--- src/logic/plmc_pkg.sv ---
// Package: constants and types for the macrocell model
package plmc_pkg;
  localparam int PLMC_LOCAL_TERMS = 5;
  localparam int PLMC_MAX_TERMS = 32;
  localparam int PLMC_GROUP_CELLS = 16;
  localparam int PLMC_OE_SMALL = 6;
  localparam int PLMC_OE_LARGE = 10;
  localparam int PLMC_NUM_GCLK = 2;
  localparam int PLMC_SYNC_STAGES = 3;
  localparam logic PLMC_RESET_LOW = 1'h0;

  // Wishbone register offsets
  localparam logic [7:0] PLMC_REG_CFG = 8'h00;
  localparam logic [7:0] PLMC_REG_TERM = 8'h04;
  localparam logic [7:0] PLMC_REG_PTROUTE = 8'h08;
  localparam logic [7:0] PLMC_REG_STATUS = 8'h0c;

  // Config register field positions
  localparam int PLMC_CFG_FFTYPE = 0;
  localparam int PLMC_CFG_BYPASS = 2;
  localparam int PLMC_CFG_CLKMODE = 3;
  localparam int PLMC_CFG_GSEL = 5;
  localparam int PLMC_CFG_GINV = 6;
  localparam int PLMC_CFG_GCLR_EN = 7;
  localparam int PLMC_CFG_PWRUP = 8;
  localparam int PLMC_CFG_FASTIN = 9;
  localparam int PLMC_CFG_OEMODE = 10;
  localparam int PLMC_CFG_OESEL = 12;
  localparam int PLMC_CFG_XOR = 16;
  localparam logic [31:0] PLMC_CFG_RESET = 32'h0000_0000;

  typedef enum logic [1:0] {PLMC_FF_D, PLMC_FF_T, PLMC_FF_JK, PLMC_FF_SR} plmc_ff_t;
  typedef enum logic [1:0] {PLMC_CLK_GLOBAL, PLMC_CLK_GLOBAL_EN, PLMC_CLK_ARRAY, PLMC_CLK_RSVD}
    plmc_clk_t;
  typedef enum logic [1:0] {PLMC_OE_OFF, PLMC_OE_ON, PLMC_OE_GLOBAL, PLMC_OE_RSVD} plmc_oe_t;
  // Product term destinations
  typedef enum logic [1:0] {PLMC_PT_OR, PLMC_PT_PRESET, PLMC_PT_CLOCK, PLMC_PT_CLKEN}
    plmc_pt_t;
endpackage

--- src/logic/plmc_cell.sv ---
// One macrocell with its I/O control cell and a Wishbone configuration port
//
// Behaviour
// - Five local product terms feed each cell before any expander.
// - Each local term goes to the OR path or to preset, clock or enable.
// - Shareable and parallel expanders extend the sum up to 32 terms.
// - Register acts as D, T, JK or SR flip-flop.
// - Combinational mode bypasses the flip-flop.
// - Clock modes: global, global with high enable, or array clock.
// - Array clock comes from a product term of buried or pin signals.
// - Two global clocks, each true or inverted from one of two pins.
// - Preset and clear are active-high product terms.
// - Clear optionally follows the low global clear pin.
// - Power-up level loads cfg[PLMC_CFG_PWRUP] right after reset, while cfg still holds zero.
// - Without programmable power-up the register starts low.
// - Fast pin path feeds the register data input directly.
// - Tri-state control at zero makes the pin an input only.
// - Tri-state control at one keeps the driver enabled.
// - Output enable picks one of six or ten global enables.
// - Pin feedback and macrocell feedback are independent.
// - Cells are organised in groups of sixteen.
`timescale 1ns/1ps
`default_nettype none
module plmc_cell
  import plmc_pkg::*;
#(
  parameter int TERMS = PLMC_MAX_TERMS,
  parameter int NUM_OE = PLMC_OE_SMALL,
  parameter int GROUP_CELLS = PLMC_GROUP_CELLS,
  parameter int CELL_INDEX = 0,
  parameter bit PWRUP_PROG = 1'b1
) (
  // Clock and reset
  input wire logic clk_i,
  input wire logic rst_i,
  // Wishbone slave
  input wire logic wb_cyc_i,
  input wire logic wb_stb_i,
  input wire logic wb_we_i,
  input wire logic [7:0] wb_adr_i,
  input wire logic [3:0] wb_sel_i,
  input wire logic [31:0] wb_dat_i,
  output logic [31:0] wb_dat_o,
  output logic wb_ack_o,
  // Device pins
  input wire logic global_clock_pin_a_i,
  input wire logic global_clock_pin_b_i,
  input wire logic global_clear_pin_low_i,
  input wire logic io_pin_i,
  output logic io_pin_o,
  output logic io_pin_oe_o,
  // Array side
  input wire logic [PLMC_LOCAL_TERMS-1:0] local_terms_i,
  input wire logic [TERMS-PLMC_LOCAL_TERMS-1:0] exp_terms_i,
  input wire logic [NUM_OE-1:0] global_oe_i,
  input wire logic clear_term_i,
  output logic cell_feedback_o,
  output logic pin_feedback_o,
  output logic shared_exp_o
);
  import plmc_pkg::*;

  initial begin
    if (NUM_OE != PLMC_OE_SMALL && NUM_OE != PLMC_OE_LARGE) begin
      $error("plmc_cell: NUM_OE must be six or ten");
    end
    if (GROUP_CELLS != PLMC_GROUP_CELLS || CELL_INDEX < 0) begin
      $error("plmc_cell: group must hold sixteen cells");
    end
  end

  localparam int GROUP_INDEX = CELL_INDEX / GROUP_CELLS;

  logic [31:0] cfg;
  logic [TERMS-PLMC_LOCAL_TERMS-1:0] exp_en;
  logic [2*PLMC_LOCAL_TERMS-1:0] pt_route;
  logic reg_q;
  logic pwrup_done;
  logic [2:0] gin_s;
  logic [1:0] pin_s;
  logic gclk_a;
  logic gclk_b;
  logic gclr_low;
  logic pin_sync;
  logic pin_ext;
  logic sum;
  logic logic_out;
  logic data_in;
  logic preset;
  logic clk_term;
  logic clken_term;
  logic clear;
  logic sel_clk;
  logic sel_clk_d;
  logic clk_edge;
  logic clk_fire;
  logic next_q;
  logic next_oe;
  logic wb_hit;
  logic wb_wr;
  logic [31:0] exp_en_merge;
  logic [31:0] route_merge;

  plmc_ff_t ff_type;
  plmc_clk_t clk_mode;
  plmc_oe_t oe_mode;

  // Destination of local term i
  function automatic plmc_pt_t pt_dest(input logic [2*PLMC_LOCAL_TERMS-1:0] r, input int i);
    return plmc_pt_t'(r[2*i +: 2]);
  endfunction

  // Byte-lane merge for register writes
  function automatic logic [31:0] lane_merge(input logic [31:0] old_v, input logic [31:0] new_v,
                                             input logic [3:0] sel);
    logic [31:0] res;
    res = old_v;
    for (int b = 0; b < 4; b++) begin
      if (sel[b]) begin
        res[8*b +: 8] = new_v[8*b +: 8];
      end
    end
    return res;
  endfunction

  // Clear pin enters inverted so the synchroniser's reset value reads as idle
  plmc_sync #(.WIDTH(3)) u_gsync (
    .clk_i(clk_i),
    .rst_i(rst_i),
    .async_i({~global_clear_pin_low_i, global_clock_pin_b_i, global_clock_pin_a_i}),
    .sync_o(gin_s)
  );

  plmc_sync #(.WIDTH(1)) u_psync (
    .clk_i(clk_i),
    .rst_i(rst_i),
    .async_i(io_pin_i),
    .sync_o(pin_sync)
  );

  assign gclk_a = gin_s[0];
  assign gclk_b = gin_s[1];
  assign gclr_low = ~gin_s[2];
  assign pin_ext = pin_sync;
  assign ff_type = plmc_ff_t'(cfg[PLMC_CFG_FFTYPE +: 2]);
  assign clk_mode = plmc_clk_t'(cfg[PLMC_CFG_CLKMODE +: 2]);
  assign oe_mode = plmc_oe_t'(cfg[PLMC_CFG_OEMODE +: 2]);
  assign wb_hit = wb_cyc_i && wb_stb_i && !wb_ack_o;
  // Writes land at the edge where the master sees ack
  assign wb_wr = wb_cyc_i && wb_stb_i && wb_we_i && wb_ack_o;
  assign exp_en_merge = lane_merge(32'(exp_en), wb_dat_i, wb_sel_i);
  assign route_merge = lane_merge(32'(pt_route), wb_dat_i, wb_sel_i);

  // Split local terms by destination
  logic [PLMC_LOCAL_TERMS-1:0] to_or;
  always_comb begin
    to_or = '0;
    preset = 1'b0;
    clk_term = 1'b0;
    clken_term = 1'b0;
    for (int i = 0; i < PLMC_LOCAL_TERMS; i++) begin
      unique case (pt_dest(pt_route, i))
        PLMC_PT_OR: to_or[i] = 1'b1;
        PLMC_PT_PRESET: preset = preset | local_terms_i[i];
        PLMC_PT_CLOCK: clk_term = clk_term | local_terms_i[i];
        PLMC_PT_CLKEN: clken_term = clken_term | local_terms_i[i];
      endcase
    end
  end

  plmc_terms #(.TERMS(TERMS)) u_terms (
    .local_i(local_terms_i),
    .to_or_i(to_or),
    .exp_i(exp_terms_i),
    .exp_en_i(exp_en),
    .sum_o(sum)
  );

  assign logic_out = sum ^ cfg[PLMC_CFG_XOR];
  assign data_in = cfg[PLMC_CFG_FASTIN] ? pin_ext : logic_out;
  assign clear = clear_term_i | (cfg[PLMC_CFG_GCLR_EN] & ~gclr_low);

  // Clock selection
  always_comb begin
    sel_clk = (cfg[PLMC_CFG_GSEL] ? gclk_b : gclk_a) ^ cfg[PLMC_CFG_GINV];
    clk_fire = 1'b0;
    unique case (clk_mode)
      PLMC_CLK_GLOBAL: clk_fire = clk_edge;
      PLMC_CLK_GLOBAL_EN: clk_fire = clk_edge & clken_term;
      PLMC_CLK_ARRAY: clk_fire = clk_edge;
      default: clk_fire = 1'b0;
    endcase
  end

  logic edge_src;
  assign edge_src = (clk_mode == PLMC_CLK_ARRAY) ? clk_term : sel_clk;
  assign clk_edge = edge_src & ~sel_clk_d;

  always_ff @(posedge clk_i) begin
    if (rst_i) begin
      sel_clk_d <= 1'b0;
    end else begin
      sel_clk_d <= edge_src;
    end
  end

  // Flip-flop emulation
  always_comb begin
    next_q = reg_q;
    unique case (ff_type)
      PLMC_FF_D: next_q = data_in;
      PLMC_FF_T: next_q = reg_q ^ data_in;
      PLMC_FF_JK: next_q = (data_in & ~reg_q) | (~local_terms_i[0] & reg_q);
      PLMC_FF_SR: next_q = data_in | (reg_q & ~local_terms_i[0]);
    endcase
  end

  always_ff @(posedge clk_i) begin
    if (rst_i) begin
      reg_q <= PLMC_RESET_LOW;
      pwrup_done <= 1'b0;
    end else if (!pwrup_done) begin
      reg_q <= PWRUP_PROG ? cfg[PLMC_CFG_PWRUP] : PLMC_RESET_LOW;
      pwrup_done <= 1'b1;
    end else if (clear) begin
      reg_q <= 1'b0;
    end else if (preset) begin
      reg_q <= 1'b1;
    end else if (clk_fire) begin
      reg_q <= next_q;
    end
  end

  // Output enable
  always_comb begin
    unique case (oe_mode)
      PLMC_OE_OFF: next_oe = 1'b0;
      PLMC_OE_ON: next_oe = 1'b1;
      PLMC_OE_GLOBAL: next_oe = global_oe_i[cfg[PLMC_CFG_OESEL +: 4] % NUM_OE];
      default: next_oe = 1'b0;
    endcase
  end

  always_ff @(posedge clk_i) begin
    if (rst_i) begin
      io_pin_o <= 1'b0;
      io_pin_oe_o <= 1'b0;
      cell_feedback_o <= 1'b0;
      pin_feedback_o <= 1'b0;
      shared_exp_o <= 1'b0;
    end else begin
      io_pin_o <= cfg[PLMC_CFG_BYPASS] ? logic_out : reg_q;
      io_pin_oe_o <= next_oe;
      cell_feedback_o <= cfg[PLMC_CFG_BYPASS] ? logic_out : reg_q;
      pin_feedback_o <= pin_ext;
      shared_exp_o <= ~(&local_terms_i);
    end
  end

  // Wishbone register file
  always_ff @(posedge clk_i) begin
    if (rst_i) begin
      cfg <= PLMC_CFG_RESET;
      exp_en <= '0;
      pt_route <= '0;
    end else if (wb_wr) begin
      unique case (wb_adr_i)
        PLMC_REG_CFG: cfg <= lane_merge(cfg, wb_dat_i, wb_sel_i);
        PLMC_REG_TERM: exp_en <= exp_en_merge[TERMS-PLMC_LOCAL_TERMS-1:0];
        PLMC_REG_PTROUTE: pt_route <= route_merge[2*PLMC_LOCAL_TERMS-1:0];
        default: ;
      endcase
    end
  end

  always_ff @(posedge clk_i) begin
    if (rst_i) begin
      wb_ack_o <= 1'b0;
      wb_dat_o <= '0;
    end else begin
      wb_ack_o <= wb_hit;
      if (wb_hit && !wb_we_i) begin
        unique case (wb_adr_i)
          PLMC_REG_CFG: wb_dat_o <= cfg;
          PLMC_REG_TERM: wb_dat_o <= 32'(exp_en);
          PLMC_REG_PTROUTE: wb_dat_o <= 32'(pt_route);
          PLMC_REG_STATUS: wb_dat_o <= {24'h0, 4'(GROUP_INDEX), pin_ext, io_pin_oe_o, sum,
                                        reg_q};
          default: wb_dat_o <= '0;
        endcase
      end
    end
  end

  // Clear beats preset within one cycle
  clear_wins_a: assert property (@(posedge clk_i) disable iff (rst_i)
    (pwrup_done && clear) |=> !reg_q)
    else $error("register not low after clear");

  preset_sets_a: assert property (@(posedge clk_i) disable iff (rst_i)
    (pwrup_done && preset && !clear) |=> reg_q)
    else $error("register not high after preset");

  oe_off_a: assert property (@(posedge clk_i) disable iff (rst_i)
    (oe_mode == PLMC_OE_OFF) |=> !io_pin_oe_o)
    else $error("driver enabled while tied off");

  oe_on_a: assert property (@(posedge clk_i) disable iff (rst_i)
    (oe_mode == PLMC_OE_ON) |=> io_pin_oe_o)
    else $error("driver disabled while tied on");

  bypass_out_a: assert property (@(posedge clk_i) disable iff (rst_i)
    cfg[PLMC_CFG_BYPASS] |=> (io_pin_o == $past(logic_out)))
    else $error("bypass output wrong");

  hold_no_clk_a: assert property (@(posedge clk_i) disable iff (rst_i)
    (pwrup_done && !clear && !preset && !clk_fire) |=> $stable(reg_q))
    else $error("register moved without clock");

  dff_load_a: assert property (@(posedge clk_i) disable iff (rst_i)
    (pwrup_done && !clear && !preset && clk_fire && ff_type == PLMC_FF_D)
    |=> (reg_q == $past(data_in)))
    else $error("D load wrong");

  gclr_pin_a: assert property (@(posedge clk_i) disable iff (rst_i)
    (pwrup_done && cfg[PLMC_CFG_GCLR_EN] && !gclr_low) |=> !reg_q)
    else $error("global clear ignored");

  wb_ack_a: assert property (@(posedge clk_i) disable iff (rst_i)
    wb_hit |=> wb_ack_o ##1 !wb_ack_o)
    else $error("ack not single cycle");

  pwrup_load_a: assert property (@(posedge clk_i) disable iff (rst_i)
    !pwrup_done |=> (reg_q == (PWRUP_PROG ? $past(cfg[PLMC_CFG_PWRUP]) : 1'b0)))
    else $error("power-up level wrong");

  fast_in_a: assert property (@(posedge clk_i) disable iff (rst_i)
    (pwrup_done && !clear && !preset && clk_fire && ff_type == PLMC_FF_D &&
     cfg[PLMC_CFG_FASTIN]) |=> (reg_q == $past(pin_ext)))
    else $error("fast input not loaded");
endmodule
`default_nettype wire

--- src/logic/plmc_sync.sv ---
// Three-stage pin synchroniser with agreement of the last two stages
`timescale 1ns/1ps
`default_nettype none
module plmc_sync #(
  parameter int WIDTH = 1
) (
  // Clock and reset
  input wire logic clk_i,
  input wire logic rst_i,
  // Data
  input wire logic [WIDTH-1:0] async_i,
  output logic [WIDTH-1:0] sync_o
);
  logic [WIDTH-1:0] s1;
  logic [WIDTH-1:0] s2;
  logic [WIDTH-1:0] s3;

  always_ff @(posedge clk_i) begin
    if (rst_i) begin
      s1 <= '0;
      s2 <= '0;
      s3 <= '0;
    end else begin
      s1 <= async_i;
      s2 <= s1;
      s3 <= s2;
    end
  end

  always_ff @(posedge clk_i) begin
    if (rst_i) begin
      sync_o <= '0;
    end else begin
      for (int i = 0; i < WIDTH; i++) begin
        if (s2[i] == s3[i]) begin
          sync_o[i] <= s3[i];
        end
      end
    end
  end
endmodule
`default_nettype wire

--- src/logic/plmc_terms.sv ---
// Product-term sum with shareable and parallel expanders
`timescale 1ns/1ps
`default_nettype none
module plmc_terms
  import plmc_pkg::*;
#(
  parameter int TERMS = PLMC_MAX_TERMS
) (
  // Local terms routed to the OR path
  input wire logic [PLMC_LOCAL_TERMS-1:0] local_i,
  input wire logic [PLMC_LOCAL_TERMS-1:0] to_or_i,
  // Expander terms and their enables
  input wire logic [TERMS-PLMC_LOCAL_TERMS-1:0] exp_i,
  input wire logic [TERMS-PLMC_LOCAL_TERMS-1:0] exp_en_i,
  // Sum
  output logic sum_o
);
  initial begin
    if (TERMS < PLMC_LOCAL_TERMS + 1 || TERMS > PLMC_MAX_TERMS) begin
      $error("plmc_terms: TERMS out of range");
    end
  end

  always_comb begin
    sum_o = (|(local_i & to_or_i)) | (|(exp_i & exp_en_i));
  end
endmodule
`default_nettype wire

--- config.mk ---
export PLATFORM = sky130hd
export DESIGN_NAME = plmc_cell
export DESIGN_NICKNAME = d
export VERILOG_FILES = /design/src/logic/plmc_pkg.sv /design/src/logic/plmc_cell.sv /design/src/logic/plmc_sync.sv /design/src/logic/plmc_terms.sv
export SDC_FILE = /design/constraint.sdc
export NUM_CORES = 1
export LEC_CHECK = 0
export ABC_AREA = 1
export BUFFER_PORTS_ARGS = -buffer_cell sky130_fd_sc_hd__buf_4
export CAP_MARGIN = 25
export CORE_UTILIZATION = 35
export DETAILED_ROUTE_END_ITERATION = 8
export HOLD_SLACK_MARGIN = 0.03
export PLACE_DENSITY_LB_ADDON = 0.25
export SETUP_SLACK_MARGIN = 0.4
export SLEW_MARGIN = 20
export SYNTH_ARGS = -nofsm -noshare
export SYNTH_HDL_FRONTEND = slang
export SYNTH_SLANG_ARGS = --single-unit
--- constraint.sdc ---
create_clock -name clk_i -period 2.15 [get_ports clk_i]
set_clock_uncertainty 0.1 [all_clocks]
set_input_delay 0.43 -clock clk_i [delete_from_list [all_inputs] [get_ports clk_i]]
set_output_delay 0.43 -clock clk_i [all_outputs]
set_load 0.1 [all_outputs]
# After elaboration in Yosys (flattened, before gate mapping)
# Cells that the tools add are included.
[classes] add_sub_neg=0 mul=0 n_div=1 magnitude_cmp=1 eq_ne=30 n_shift=0 n_mux=35 n_bitwise=31 n_reduce_logical=29
[ops] operator="$pmux 32 s4" n=1
[ops] operator="$lt 32x4->1 const B" n=1
[ops] operator="$mod 4x3->32 const B" n=1
[ops] operator="$mux 1" n=30
[ops] operator="$reduce_and 3->1" n=10
[ops] operator="$eq 2x2->1 const B" n=14
[ops] operator="$and 27x27->27" n=1
[ops] operator="$reduce_or 27->1" n=1
[ops] operator="$eq 2x1->1 const B" n=8
[ops] operator="$eq 8x4->1 const B" n=2
[ops] operator="$or 1x1->1" n=16
[ops] operator="$logic_not 2->1" n=7
[ops] operator="$eq 8x3->1 const B" n=1
[ops] operator="$logic_not 8->1" n=1
[ops] operator="$and 1x1->1" n=5
[ops] operator="$and 5x5->5" n=1
[ops] operator="$logic_and 1x1->1" n=5
[ops] operator="$not 1->1" n=5
[ops] operator="$reduce_and 5->1" n=1
[ops] operator="$reduce_or 5->1" n=1
[ops] operator="$eq 1x1->1" n=4
[ops] operator="$ne 4x1->1 const B" n=1
[ops] operator="$pmux 1 s2" n=2
[ops] operator="$pmux 1 s4" n=1
[ops] operator="other kinds (4)" n=7
[word_totals] register_bits=125 latch_bits=0 mem_bits_rw=0 mem_bits_ro=0 inputBits=92 elab_cells=156 n_memories=0

# Logic depth before layout (Yosys ltp)
[depth] word_depth=18 ltp_mapped=19 ltp_nobuf=19

# Cells and area by module
# A second synthesis with hierarchy kept.
[unflattened] cells_unflattened=767 hier_area_um2=5475.3
[by_module_without_submodules] mod="plmc_cell" instances=1 cells_per_inst=650 area_each_um2=4729.5 seq_area_each_um2=2182.1
[by_module_without_submodules] mod="plmc_sync (u_gsync)" instances=1 cells_per_inst=41 area_each_um2=387.9 seq_area_each_um2=240.2
[by_module_without_submodules] mod="plmc_terms" instances=1 cells_per_inst=63 area_each_um2=236.5 seq_area_each_um2=0.0
[by_module_without_submodules] mod="plmc_sync (u_psync)" instances=1 cells_per_inst=13 area_each_um2=121.4 seq_area_each_um2=80.1

# Least setup slack after synthesis
# OpenSTA, ideal clock, no wires.
[synth_path] path_kind="reg-to-reg" start="register wb_ack_o" end="register exp_en[5]" arrival_time_ps=1956 required_ps=1931 path_slack_ps=-25 stages_incl_launch_ff=9 path_buffers=1 period_less_slack_ps=2175 cell_sequence="dfxtp_1 -> nand2_1 -> nor2_1 -> nand2_1 -> nor2_2 -> inv_1 -> buf_2 -> o21ai_0 -> a21oi_1"
[synth_via] elab_chain_cells=2
[synth_rtl] element="start, declared" line_no="plmc_cell.sv:44" rtl="output logic wb_ack_o,"
[synth_rtl] element="start signal, assigned" line_no="plmc_cell.sv:281" rtl="wb_ack_o <= wb_hit;"
[synth_rtl] element="$logic_and 1x1->1" line_no="plmc_cell.sv:150" rtl="assign wb_wr = wb_cyc_i && wb_stb_i && wb_we_i && wb_ack_o;"
[synth_rtl] element="$reduce_and 3->1 (no source line)"
[synth_rtl] element="end signal, assigned" line_no="plmc_cell.sv:269" rtl="PLMC_REG_TERM: exp_en <= exp_en_merge[TERMS-PLMC_LOCAL_TERMS-1:0];"
[synth_rtl] element="end, declared" line_no="plmc_cell.sv:75" rtl="logic [TERMS-PLMC_LOCAL_TERMS-1:0] exp_en;"
# No other way between the ends.
# A chain may end at the register's enable or synchronous reset.

# Worst setup path in the final report
[layout_path] start="register exp_en[7]" end="register reg_q"
[layout_via] elab_chain_cells=12 word_cells_on_any_way=14
[layout_rtl] element="$and 27x27->27 *" line_no="plmc_terms.sv:25" rtl="sum_o = (|(local_i & to_or_i)) | (|(exp_i & exp_en_i));"
[layout_rtl] element="$reduce_or 27->1 *" line_no="plmc_terms.sv:25"
[layout_rtl] element="$or 1x1->1 *" line_no="plmc_terms.sv:25"
[layout_rtl] element="$xor 1x1->1 *" line_no="plmc_cell.sv:179" rtl="assign logic_out = sum ^ cfg[PLMC_CFG_XOR];"
[layout_rtl] element="$mux 1 *" line_no="plmc_cell.sv:180" rtl="assign data_in = cfg[PLMC_CFG_FASTIN] ? pin_ext : logic_out;"
[layout_rtl] element="$and 1x1->1" line_no="plmc_cell.sv:213" rtl="PLMC_FF_JK: next_q = (data_in & ~reg_q) | (~local_terms_i[0] & reg_q);"
[layout_rtl] element="$or 1x1->1" line_no="plmc_cell.sv:213"
[layout_rtl] element="$pmux 1 s4 *" line_no="plmc_cell.sv:210" rtl="unique case (ff_type)"
[layout_rtl] element="$mux 1 *" line_no="plmc_cell.sv:229" rtl="end else if (clk_fire) begin"
[layout_rtl] element="$mux 1 *" line_no="plmc_cell.sv:227" rtl="end else if (preset) begin"
[layout_rtl] element="$mux 1 *" line_no="plmc_cell.sv:225" rtl="end else if (clear) begin"
[layout_rtl] element="$mux 1 *" line_no="plmc_cell.sv:222" rtl="end else if (!pwrup_done) begin"
[layout_rtl] element="end signal, assigned" line_no="plmc_cell.sv:223" rtl="reg_q <= PWRUP_PROG ? cfg[PLMC_CFG_PWRUP] : PLMC_RESET_LOW;"
[layout_rtl] element="end signal, assigned" line_no="plmc_cell.sv:230" rtl="reg_q <= next_q;"
[layout_rtl] element="end, declared" line_no="plmc_cell.sv:77" rtl="logic reg_q;"
# Mark *: on every way between the ends. The rest lies on a longest branch, timed or not. The select of a mux whose other input is x is not followed.

==> results.txt <==
The number of vias after detailed routing came out at 5448. The post-layout utilization of the core is 50.46%. The maximum number of pins on one net before global-route repair came out at 75. The final weighted congestion in routability-driven placement came out at 0.8547. The via count of the first global-routing pass was 5052. The warning count from the yosys run is 0.

The setup slack on the worst flop-to-flop path is 30 ps. The worst setup path is launched from a flip-flop. The maximum fanout along the worst path came out at 2. The clock reaches the later pin of the worst-skew pair after 420 ps. The net count after synthesis came out at 847. The deepest level of the CTS H-tree is 4.

The number of input and output port buffers inserted came out at 129. The number of buffers added to fix hold violations after cts is 0. The number of cells on the worst hold path is 2. Hold is met by 55.72 ps. The startpoint identified for the worst register-to-register timing path is exp_en[7]$_SDFFE_PP0P_.

The distinct cell type count of the synthesized netlist came out at 39. Summing all flip-flop and latch instances after layout gives 2521 µm². The clock net sink count came out at 125.

The total number of placement rows is 45. The initial antenna violation count came out at 0. The number of nets in the finished design came out at 1023. The wire length per cell after detailed routing came out at 14.39 µm. The shortest clock period the worst path allows after layout is 2122 ps. Relative to the synthesized area, the layout overhead comes to 41.29%. The worst hold path belongs to the class in -> reg. TritonCTS built the clock tree. The total detailed-routing wirelength came out at 16230 µm. Setup repair after global routing could not meet its margin everywhere. STA classifies the critical path endpoint as a flip-flop. The number of inserted diodes came out at 0. Using the TritonRoute via totals, the vias-per-cell ratio works out to 4.830. The detail route stage leaves a number of antenna-violating nets equal to 0. The CTS clock-pin slew for the worst setup and hold paths is 60 ps. The placeable core region came out at 15150 µm². The sink of the worst hold path is u_gsync.s1[2]$_SDFF_PP0_. The power per unit of standard cell area came out at 723.2 nW/µm². The max-slew violation count is 0. The kind of critical path is reg -> reg. The floorplan step set the die height to 126.3 µm. The final count of hold timing violations came out at 0. 130 I/O pins were placed.

The final-layout fill cell count came out at 1553. The total routing usage reported by global routing is 21.06%. The relative slew slack came out at 51.37%. The instance count of the mapped netlist is 751.

In this run the horizontal extent of the chip is 126.3 µm. The clock tree root buffer cell is clkbuf_16. In this run the cell area of the synthesized design comes to 5409 µm². The wire length of the first global-routing pass came out at 25800 µm.

The area enclosed by the die boundary came out at 15960 µm². The deepest clock path buffer count is 2. The register bit total from synthesis is 125. The remaining global-route overflow is 0. STA puts the critical path data arrival time at 2330 ps. Buffers inserted during clock tree synthesis total 17. The endpoint identified for the worst register-to-register timing path is reg_q$_SDFFE_PP0P_.

The leakage power total came out at 3.231 nW. The cell depth of the worst flop-to-flop path is 18. The final clock period utilization by the worst path came out at 98.68%. The DRC violation total after the first TritonRoute iteration came out at 410. The synthesized area divided by synthesized cell count came out at 7.202 µm².

The initial utilization of the core area, before any placement, comes to 35.71%. The flow ran to the end, and the final reports show no timing, DRC or antenna violations. In the synthesized netlist the async set-or-reset flop fraction comes to 0%. Timing would allow up to 0.4713 GHz.

The startpoint identified for the worst hold timing path is global_clear_pin_low_i. Adding up every negative setup slack in the final design gives 0 ps. Setup violations remaining at the end of the flow were counted as 0.

The half-perimeter wire length after placement came out at 11940 µm. The multi-input combinational cell area is 2519 µm². For this run, design rule violations remaining after detail routing come to 0. The number of detailed-route iterations in the first pass is 5. The max-capacitance violation count came out at 0. VDD sags by at most 488.4 µV. The sequential element share of the synthesized area came out at 46.26%. The required time of the worst setup path came out at 2360 ps. The number of enable-type register cells in the synthesized netlist is 0. The actual slew at the worst max-slew pin is 720.4 ps. The fraction of final layout cells with drive strength greater than 1 is 30.43%. The most used flip-flop cell after synthesis is dfxtp_1.
==> routing by layer <==
layer / routed length, µm / vias to the layer above / GRT usage [%]
met5: 0 / - / 0
met4: 211 / 0 / 6.591
met3: 881 / 12 / 5.146
met2: 7300 / 147 / 32.69
met1: 7834 / 2480 / 28.78
li1: - / 2809 / -
==> what timing repair did <==
item                                    CTS  global route
pin swaps                                14            12
endpoints found under the setup margin    2            33
gates cloned                              0             0
setup buffers                             2            16
resized for setup                        20            24
==> worst max-delay path, stage by stage, from the launching register on <==
cell      delay [ps]
dfxtp_2          350
nand2_4           60
nand2_2           70
nor2_1           120
nand2_1           80
nor2_2           130
nand3_2           80
nand2_2           80
nand3_2           80
and2_4           150
ha_4             150
nand2_2           50
o211ai_1         100
o21ai_1          150
inv_1             50
nand3_1           60
nand2_1           50
nand2_1           50
a21oi_1           50
==> cell type report <==
cell class | count | share of cell area, %
well taps | 188 | 3.078
flip-flops and latches | 125 | 32.99
clock buffers | 23 | 6.794
multi-input cells | 509 | 32.96
inverters | 86 | 4.355
clock inverters | 9 | 1.064
repair buffers | 188 | 18.76
==> cell usage after synthesis, drive strengths merged (3+ instances only) <==
cell type	n	area share [%]
nand2	153	11
dfxtp	125	46
nor2	101	7.5
o21ai	95	8.8
a21oi	85	8.2
inv	85	6.0
nand3	33	3.1
clkbuf	18	1.3
buf	13	1.8
o22ai	12	1.4
nand4	5	1.1
ha	4	0.93
nor3	3	0.28
o211ai	3	0.42
o221ai	3	0.49
==> through the flow <==
step | setup WS (ps) | cells | total power [mW] | area (µm²)
floorplan | 130.6 | 751 | 2.510 | 5441
global placement | -192.3 | 1078 | 2.715 | 6800
detailed placement | -264.5 | 1078 | 2.716 | 6800
CTS | 5.850 | 1112 | 5.556 | 7453
global route | -179.4 | 1128 | 5.720 | 7642
finish | 28.39 | 1128 | 5.527 | 7642
==> placed cells by master (no fill, tap or decap), types with 2 or more instances in the layout <==
cell          n
clkbuf_8      5
clkinv_2      5
dfxtp_1     112
nor2_4        5
buf_12        2
buf_4       185
nand2_1     140
o21ai_0      81
nand2_4       2
clkinvlp_4    4
nor2_2        8
o21ai_1      14
o22ai_1      12
ha_1          3
xor2_1        2
nand3_1      30
o221ai_1      3
nor2_1       88
a21oi_2       6
nor3_1        2
clkbuf_16    18
a21oi_1      79
a31oi_1       2
dfxtp_2      12
inv_1        75
nand2_2      11
o211ai_1      3
nand4_4       2
nand4_1       3
nand3_2       3
inv_2         8
==> registers in the layout, indices dropped and copies added, names as in the netlist, 3 cells and up <==
name and cells:
u_gsync.s2 3, u_gsync.s1 3, wb_dat_o 32, u_gsync.sync_o 3, exp_en 27, cfg 32
pt_route 10, u_gsync.s3 3
==> power by group <==
part | leakage, nW | switching [mW] | internal, mW | total [mW]
Combinational | 1.92 | 0.177 | 0.158 | 0.335
Sequential | 1.02 | 0.00571 | 2.33 | 2.34
Clock | 0.292 | 1.05 | 1.81 | 2.86
==> cell families (layout without fill, tap and decap cells) <==
group,after synthesis,after routing,share of synthesized area (%)
buf+inv,117,306,9.230
fa+ha+maj,4,4,0.9253
simple gates,298,298,22.95
xor+xnor,2,2,0.3239
flops,125,125,46.26
compound gates,205,205,20.31
==> how the worst max path moves through the flow <==
stage / start / to / slack [ps] / cells past startpoint
floorplan: exp_terms_i[7] / reg_q$_SDFFE_PP0P_ / 130 / 18
global placement: exp_terms_i[13] / reg_q$_SDFFE_PP0P_ / -190 / 19
detailed placement: exp_terms_i[0] / reg_q$_SDFFE_PP0P_ / -260 / 19
CTS: exp_en[24]$_SDFFE_PP0P_ / reg_q$_SDFFE_PP0P_ / 6 / 18
global route: exp_en[0]$_SDFFE_PP0P_ / reg_q$_SDFFE_PP0P_ / -180 / 18
finish: exp_en[7]$_SDFFE_PP0P_ / reg_q$_SDFFE_PP0P_ / 30 / 18
(Power assumes the default switching activity.)
